[config.mk]
export PLATFORM = sky130hd
export DESIGN_NAME = rexb_expansion
export DESIGN_NICKNAME = d
export VERILOG_FILES = /design/src/inc/rexb_pkg.sv /design/src/hw/rexb_expansion.sv /design/src/hw/rexb_sync.sv
export VERILOG_INCLUDE_DIRS = /design/src /design/src/inc
export SDC_FILE = /design/constraint.sdc
export NUM_CORES = 1
export LEC_CHECK = 0
export ABC_AREA = 1
export BUFFER_PORTS_ARGS = -buffer_cell sky130_fd_sc_hd__buf_2
export CORE_ASPECT_RATIO = 0.8
export CORE_MARGIN = 3
export CORE_UTILIZATION = 50
export DETAILED_ROUTE_END_ITERATION = 12
export GPL_ROUTABILITY_DRIVEN = 0
export PLACE_DENSITY = 0.72
export SLEW_MARGIN = 30
export SYNTH_ARGS = -nofsm -noshare
export SYNTH_HDL_FRONTEND = slang
export SYNTH_HIERARCHICAL = 1
export SYNTH_SLANG_ARGS = --single-unit
export TNS_END_PERCENT = 10
[constraint.sdc]
create_clock -name ref_clk_in -period 1.7 [get_ports ref_clk_in]
set_input_delay 0.34 -clock ref_clk_in [delete_from_list [all_inputs] [get_ports ref_clk_in]]
set_output_delay 0.34 -clock ref_clk_in [all_outputs]
set_load 0.02 [all_outputs]
[src/inc/rexb_map.svh]
// Constants of the repeater expansion bus block: strap encodings and timing.
// Assumes inclusion by bare name from the package and the design files.
`ifndef REXB_MAP_SVH
`define REXB_MAP_SVH

// ==========================================================================
// Strap and level encodings
// ==========================================================================
`define REXB_STRAP_CHAIN      1'b1
`define REXB_COLTYPE_SINGLE   1'b1
`define REXB_COLTYPE_MULTI    1'b0
`define REXB_MODE_RST         1'b0

// ==========================================================================
// Timing
// ==========================================================================
`define REXB_CLK_MHZ          20
`define REXB_BIT_MHZ          10
`define REXB_MIN_BITS         96
`define REXB_EXT_CYCLES       ((`REXB_MIN_BITS * `REXB_CLK_MHZ) / `REXB_BIT_MHZ)
`define REXB_CNT_W            8
`define REXB_STRAP_RST        2'h0
`define REXB_STRAP_AT         2'h2
`define REXB_STRAP_DONE       2'h3

`endif

[src/inc/rexb_pkg.sv]
// Types shared by the repeater expansion bus block.
// Assumes rexb_map.svh is on the include path.
`include "rexb_map.svh"

package rexb_pkg;

    // Core-side view of this repeater's own activity.
    typedef struct packed {
        logic port_rx;      // A port is receiving.
        logic port_col;     // A collision on one of our ports.
        logic multi_col;    // More than one of our ports collides.
        logic fifo_busy;    // Internal FIFO still transmitting.
        logic nrz_data;     // Repeated NRZ data bit.
    } rexb_core_s;

    // Bus-side state seen from the outside.
    typedef struct packed {
        logic ack_n;
        logic conflict_n;
        logic sel_in0_n;
        logic sel_in1_n;
        logic jam;
        logic data;
    } rexb_bus_s;

    typedef enum logic [2:0] {
        REXB_IDLE   = 3'b001,
        REXB_ACTIVE = 3'b010,
        REXB_EXTEND = 3'b100
    } rexb_state_e;

endpackage

[src/hw/rexb_expansion.sv]
// Expansion bus interface of a multiport repeater: arbitration, data, jam.
// Assumes a 20 MHz ref_clk_in and core activity inputs on the same clock.
//
// Behaviour
// - Active and acknowledged with no collision, drive NRZ repeated data.
// - During jam, data line shows 1 single-port, 0 multiport collision.
// - Data driven when ack and active, input when ack idle, else off.
// - Active device drives jam high on own port collision.
// - Jam undriven unless select or acknowledge asserted.
// - Select-in 0 at reset release picks chain or legacy arbiter mode.
// - Select-ins come from upstream select-outs and mean peer active.
// - Chain mode: select-out low when active or any select-in low.
// - Active while receiving, colliding, FIFO busy or extending to 96 bits.
// - Legacy mode: select-out asserted only as own activity request.
// - Asserted acknowledge means jam and data lines carry valid status.
// - Acknowledge open-drain two-way in chain mode, input in legacy mode.
// - Conflict low means several devices active; each jams on its own.
// - Conflict open-drain two-way in chain mode, input in legacy mode.
// - Received packet data is repeated onto the shared data line.
`timescale 1ns/1ps
`default_nettype none
`include "rexb_map.svh"

module rexb_expansion
    import rexb_pkg::*;
#(
    parameter int EXT_CYCLES = `REXB_EXT_CYCLES
) (
    input  wire logic       ref_clk_in,
    input  wire logic       rst_in,
    input  wire rexb_core_s core_in,
    input  wire logic       chain_select_in0_n_in,
    input  wire logic       chain_select_in1_n_in,
    output var  logic       chain_select_out_n_out,
    input  wire logic       ack_n_in,
    output var  logic       ack_n_out,
    output var  logic       ack_n_oe_out,
    input  wire logic       conflict_n_in,
    output var  logic       conflict_n_out,
    output var  logic       conflict_n_oe_out,
    input  wire logic       jam_in,
    output var  logic       jam_out,
    output var  logic       jam_oe_out,
    input  wire logic       shared_data_line_in,
    output var  logic       shared_data_line_out,
    output var  logic       shared_data_line_oe_out,
    output var  logic       legacy_arbiter_mode_out,
    output var  logic       active_out,
    output var  logic       peer_data_out,
    output var  logic       peer_jam_out,
    output var  logic       peer_single_col_out,
    output var  logic       bus_conflict_out
);

    // ======================================================================
    // Input synchronisation
    // ======================================================================
    localparam int SW = 6;
    localparam logic [SW-1:0] SYNC_IDLE = 6'h3C;
    logic [SW-1:0] raw_w;
    logic [SW-1:0] syn_w;
    rexb_bus_s     bus_w;

    // Bus pins pass two flops before use; low bits idle low, high bits high.
    assign raw_w = {ack_n_in, conflict_n_in, chain_select_in0_n_in,
                    chain_select_in1_n_in, jam_in, shared_data_line_in};

    rexb_sync #(.W(SW)) u_sync (
        .ref_clk_in (ref_clk_in),
        .rst_in     (rst_in),
        .d_in       (raw_w),
        .rst_val_in (SYNC_IDLE),
        .q_out      (syn_w)
    );

    assign bus_w = syn_w;

    // ======================================================================
    // Mode strap
    // ======================================================================
    logic       legacy_r, legacy_nxt;
    logic [1:0] strap_cnt_r, strap_cnt_nxt;

    // The synchroniser is held in reset too, so select-in 0 is caught once, at
    // the third clock after release, when the pin level has passed both flops.
    always_comb begin
        legacy_nxt    = legacy_r;
        strap_cnt_nxt = strap_cnt_r;
        if (strap_cnt_r != `REXB_STRAP_DONE) begin
            strap_cnt_nxt = strap_cnt_r + 2'h1;
        end
        if (strap_cnt_r == `REXB_STRAP_AT) begin
            legacy_nxt = (bus_w.sel_in0_n != `REXB_STRAP_CHAIN);
        end
    end

    always_ff @(posedge ref_clk_in or posedge rst_in) begin
        if (rst_in) begin
            legacy_r    <= `REXB_MODE_RST;
            strap_cnt_r <= `REXB_STRAP_RST;
        end else begin
            legacy_r    <= legacy_nxt;
            strap_cnt_r <= strap_cnt_nxt;
        end
    end

    // ======================================================================
    // Activity state machine with short-packet extension
    // ======================================================================
    rexb_state_e state_r, state_nxt;
    logic [`REXB_CNT_W-1:0] cnt_r, cnt_nxt;
    logic busy_w;
    logic active_w;

    assign busy_w = core_in.port_rx | core_in.port_col | core_in.fifo_busy;

    // Count from activity start; extend until the 96-bit minimum is met.
    always_comb begin
        state_nxt = state_r;
        cnt_nxt   = cnt_r;
        unique case (state_r)
            REXB_IDLE: begin
                cnt_nxt = '0;
                if (busy_w) begin
                    state_nxt = REXB_ACTIVE;
                    cnt_nxt   = `REXB_CNT_W'(1);
                end
            end
            REXB_ACTIVE: begin
                if (cnt_r < `REXB_CNT_W'(EXT_CYCLES)) begin
                    cnt_nxt = cnt_r + `REXB_CNT_W'(1);
                end
                if (!busy_w) begin
                    state_nxt = (cnt_r < `REXB_CNT_W'(EXT_CYCLES)) ? REXB_EXTEND
                                                                  : REXB_IDLE;
                end
            end
            REXB_EXTEND: begin
                cnt_nxt = cnt_r + `REXB_CNT_W'(1);
                if (cnt_r >= `REXB_CNT_W'(EXT_CYCLES - 1)) begin
                    state_nxt = REXB_IDLE;
                end
            end
            default: begin
                state_nxt = REXB_IDLE;
                cnt_nxt   = '0;
            end
        endcase
    end

    always_ff @(posedge ref_clk_in or posedge rst_in) begin
        if (rst_in) begin
            state_r <= REXB_IDLE;
            cnt_r   <= '0;
        end else begin
            state_r <= state_nxt;
            cnt_r   <= cnt_nxt;
        end
    end

    assign active_w = busy_w | (state_r != REXB_IDLE);

    // ======================================================================
    // Bus drive
    // ======================================================================
    logic sel_n_r, sel_n_nxt;
    logic ack_oe_r, ack_oe_nxt;
    logic conf_oe_r, conf_oe_nxt;
    logic jam_r, jam_nxt, jam_oe_r, jam_oe_nxt;
    logic dat_r, dat_nxt, dat_oe_r, dat_oe_nxt;
    logic act_r;
    logic pdat_r, pjam_r, psing_r, pconf_r;
    logic ack_w, sel_w, peer_w, col_w;

    assign ack_w  = ~bus_w.ack_n;
    assign peer_w = ~bus_w.sel_in0_n | ~bus_w.sel_in1_n;
    assign sel_w  = ~sel_n_r;
    assign col_w  = core_in.port_col;

    // Compute select-out, open-drain enables, jam and data drive.
    always_comb begin
        if (legacy_nxt) begin                             // Strap acts at once.
            sel_n_nxt   = ~active_w;
            ack_oe_nxt  = 1'b0;
            conf_oe_nxt = 1'b0;
        end else begin
            sel_n_nxt   = ~(active_w | peer_w);
            ack_oe_nxt  = active_w;
            conf_oe_nxt = active_w & peer_w;
        end
        jam_oe_nxt = (sel_w | ack_w) & active_w;
        jam_nxt    = col_w;
        dat_oe_nxt = ack_w & active_w;
        if (col_w) begin
            dat_nxt = core_in.multi_col ? `REXB_COLTYPE_MULTI
                                        : `REXB_COLTYPE_SINGLE;
        end else begin
            dat_nxt = core_in.nrz_data;
        end
    end

    always_ff @(posedge ref_clk_in or posedge rst_in) begin
        if (rst_in) begin
            sel_n_r   <= 1'b1;
            ack_oe_r  <= 1'b0;
            conf_oe_r <= 1'b0;
            jam_r     <= 1'b0;
            jam_oe_r  <= 1'b0;
            dat_r     <= 1'b0;
            dat_oe_r  <= 1'b0;
            act_r     <= 1'b0;
            pdat_r    <= 1'b0;
            pjam_r    <= 1'b0;
            psing_r   <= 1'b0;
            pconf_r   <= 1'b0;
        end else begin
            sel_n_r   <= sel_n_nxt;
            ack_oe_r  <= ack_oe_nxt;
            conf_oe_r <= conf_oe_nxt;
            jam_r     <= jam_nxt;
            jam_oe_r  <= jam_oe_nxt;
            dat_r     <= dat_nxt;
            dat_oe_r  <= dat_oe_nxt;
            act_r     <= active_w;
            pdat_r    <= ack_w & ~active_w & bus_w.data;
            pjam_r    <= ack_w & bus_w.jam;
            psing_r   <= ack_w & bus_w.jam & (bus_w.data == `REXB_COLTYPE_SINGLE);
            pconf_r   <= ~bus_w.conflict_n;
        end
    end

    // Open-drain pins only ever pull low.
    assign chain_select_out_n_out  = sel_n_r;
    assign ack_n_out               = 1'b0;
    assign ack_n_oe_out            = ack_oe_r;
    assign conflict_n_out          = 1'b0;
    assign conflict_n_oe_out       = conf_oe_r;
    assign jam_out                 = jam_r;
    assign jam_oe_out              = jam_oe_r;
    assign shared_data_line_out    = dat_r;
    assign shared_data_line_oe_out = dat_oe_r;
    assign legacy_arbiter_mode_out = legacy_r;
    assign active_out              = act_r;
    assign peer_data_out           = pdat_r;
    assign peer_jam_out            = pjam_r;
    assign peer_single_col_out     = psing_r;
    assign bus_conflict_out        = pconf_r;

endmodule // rexb_expansion

`default_nettype wire

[src/hw/rexb_sync.sv]
// Two-flop synchroniser bank for expansion-bus inputs.
// Assumes inputs asynchronous to ref_clk_in; reset is asynchronous high.
`timescale 1ns/1ps
`default_nettype none

module rexb_sync #(
    parameter int W = 6
) (
    input  wire logic         ref_clk_in,
    input  wire logic         rst_in,
    input  wire logic [W-1:0] d_in,
    input  wire logic [W-1:0] rst_val_in,
    output var  logic [W-1:0] q_out
);

    logic [W-1:0] meta_r;
    logic [W-1:0] q_r;

    // Reset makes q_out show the rst_val_in levels; rst_val_in is constant in use.
    genvar g;
    generate
        for (g = 0; g < W; g++) begin : g_bit
            always_ff @(posedge ref_clk_in or posedge rst_in) begin
                if (rst_in) begin
                    meta_r[g] <= 1'b1;
                    q_r[g]    <= 1'b1;
                end else begin
                    meta_r[g] <= d_in[g] ^ ~rst_val_in[g];
                    q_r[g]    <= meta_r[g];
                end
            end
            assign q_out[g] = q_r[g] ^ ~rst_val_in[g];
        end
    endgenerate

endmodule // rexb_sync

`default_nettype wire

==> flow_metrics.py <==
metrics = {
    "cts": {
        "cts_tree": "yes",
        "root_buffer": "clkbuf_8",
        "post_cts_buffers": 0,
        "cts_resized": 0,
        "path_clk_slew_ns": 0.08,
        "h-tree-depth": 2,
        "clockBufferDepth": 2,
        "clk-insertion-delay-late_ns": 0.29,
        "cts_hold_buf": 0,
        "numCtsBuffers": 5,
        "cts.sinks": 38,
    },
    "critical_path": {
        "cp_num_cells": 1,
        "slowest_delay_ns": 0.54,
        "arrival_ns": 1.00,
        "critical-path-top-delay-family": "flip-flops",
        "cp_slowest_cell": "dfstp_2",
        "endpoint_kind": "primary output",
        "path_buf_inv": 1,
        "rr_worst_depth": 7,
        "path_cells": "buf_2",
        "path_class": "reg -> out",
        "cp.required_ns": 1.36,
        "rrSetupSlack_ns": 0.45,
        "startpoint_type": "flop",
        "cp_max_fo": 2,
    },
    "floorplan": {
        "fp.dieW_um": 72.0,
        "rows": 18,
        "core_area_sq_um": 3200,
        "die_h_um": 58.8,
        "start_util_pct": 54.5,
        "io_pins": 28,
        "die_area_sq_um": 4230,
    },
    "detailed_routing": {
        "ant_nets": 0,
        "via_count": 1279,
        "wl_per_cell_um": 9.62,
        "drtIter0Drc": 94,
        "wl_mm": 2.83,
        "post-route-drc-count": 0,
        "dr.pass1.iters": 4,
        "viasPerCell": 4.35,
    },
    "synth": {
        "synth_cells": 205,
        "yosysTopAreaCell": "dfrtp_1",
        "synth_cell_types": 28,
        "synth.avg_cell_area_sq_um": 8.50,
        "yosys_warnings": 6,
        "ys_seq_area_share_pct": 55.6,
        "synth_area_sq_um": 1740,
        "synth_top_area_share_pct": 34.5,
        "synth_area_leaders": "dfrtp_1 34%, dfstp_2 21%, nand2_1 15%, inv_1 7.5%, nor2_1 3.0%",
        "synth_seq_cells": 38,
    },
    "grt": {
        "grt_pass1_wl_mm": 5.06,
        "antenna_found_initial": 0,
        "grt_pass1_vias": 1182,
        "track_usage_pct": 15.7,
        "grt_max_degree": 19,
        "grt_overflow_total": 0,
    },
    "cells_and_area": {
        "fin_area_sq_um": 2070,
        "fillers": 267,
        "multiInputGateArea_sq_um": 671,
        "drive_above_1_share_pct": 25.2,
        "syn_to_final_growth_pct": 19.0,
        "register_area_sq_um": 968,
        "final_common_cell": "nand2_1",
        "n_antenna_cell": 0,
        "layout_common_cells": "71 x nand2_1, 35 x inv_1, 25 x buf_2, 24 x dfrtp_1, 20 x conb_1",
        "fin_nets": 269,
    },
    "placed_design": {
        "dp_hpwl_mm": 2.22,
        "place_area_sq_um": 1980,
        "port_buffers": 25,
    },
    "timing": {
        "max_freq_ghz": 0.749,
        "hold_viol": 0,
        "rsz0062_at_grt": "false",
        "slew_violations": 0,
        "setup_viol": 0,
        "setup_tns_ns": 0,
        "layout_min_cycle_time_ns": 1.34,
        "period_share_pct": 78.6,
        "clock_skew_ns": 0.00784,
    },
    "power": {
        "powerDensity_nw_per_um2": 1080,
        "leakage_uw": 0.00118,
        "vdd_drop_max_v": 0.000579,
    },
    "run": {
        "maxCapViolCount": 0,
    },
    "hold_path": {
        "hold_class": "in -> async",
    },
    "run_status": {
        "status": "finished, final reports clean",
    },
}
-- stage by stage --
stage          hold WS [ns]  utilization [%]  cells  power [uW]  worst slack, ns
6_report             0.0157             64.8    294        2240            0.364
5_1_grt              0.0404             64.8    294        2380            0.318
4_1_cts              0.0291             64.8    294        2260            0.355
3_5_place_dp          0.340             61.9    286        1620            0.457
3_3_place_gp          0.333             61.9    286        1620            0.472
2_1_floorplan         0.345                -    223        1500            0.581
-- path summary, 6_finish.rpt --
| kind | startpoint | endpoint |
|---|---|---|
| worst max register to register | cnt_r[0] | state_r[0] |
| max in group asynchronous | rst_in | state_r[0] |
| worst max-delay path | chain_select_out_n_out | chain_select_out_n_out |
| worst min-delay path | rst_in | bus_conflict_out |
| worst min register to register | u_sync/meta_r[2] | u_sync/q_r[2] |
| min in group ref_clk_in | core_in[3] | jam_out |
-- cell usage after synthesis --
cell	count
dfstp_2	14
nand3_2	1
buf_6	1
o21ai_2	2
dfrtp_1	24
and2_1	1
nand2b_1	1
o21bai_1	1
nor3_1	1
nor2_2	3
o21ai_1	1
nor2_4	1
nor2_1	14
buf_4	2
nand3_1	6
nand3b_4	1
ha_1	3
inv_1	35
nand2_2	4
nand2_1	71
clkinv_2	1
nor3_2	1
a21oi_1	6
nand4_1	2
o21ai_0	3
conb_1	2
xnor2_1	1
inv_2	2
-- cell families after synthesis --
group                      count (synthesis)  synth area share (%)
and+or+nand+nor                          107                  27.2
buffers and inverters                     41                  9.77
DFF                                       38                  55.6
AOI/OAI and AO/OA                         13                  4.31
adders and majority gates                  3                  2.16
other                                      2                 0.431
xor gates and xnor gates                   1                 0.503
-- power breakdown --
group          total, uW  leakage [uW]  internal, uW  switching, uW
clock                634     0.0000472           326            308
sequential          1110      0.000440          1030           79.5
combinational        489      0.000694           180            309
total               2240       0.00118          1540            697
-- area by class of cell --
class,instances,area share (%)
Timing Repair Buffer,26,7.00
Inverter,38,6.94
Clock inverter,2,0.603
Multi-Input combinational cell,144,32.3
Sequential cell,38,46.7
Tap cell,40,2.41
Clock buffer,6,3.98
-- per-layer routing --
metal | vias to the layer above | track usage, % | wire, um | part of all wire [%]
met3 | 5 | 4.61 | 169 | 6.0
li1 | 682 | - | - | -
met1 | 561 | 22.8 | 1430 | 50
met2 | 31 | 22.4 | 1200 | 42
met4 | 0 | 5.63 | 36 | 1.3
met5 | - | 0 | 0 | 0
-- registers in the layout (all words and copies together), names as in the netlist, 2 cells and up --
signal and count:
u_sync/q_r 6, strap_cnt_r 2, cnt_r 8, u_sync/meta_r 6, state_r 3
(Power assumes the default switching activity.)
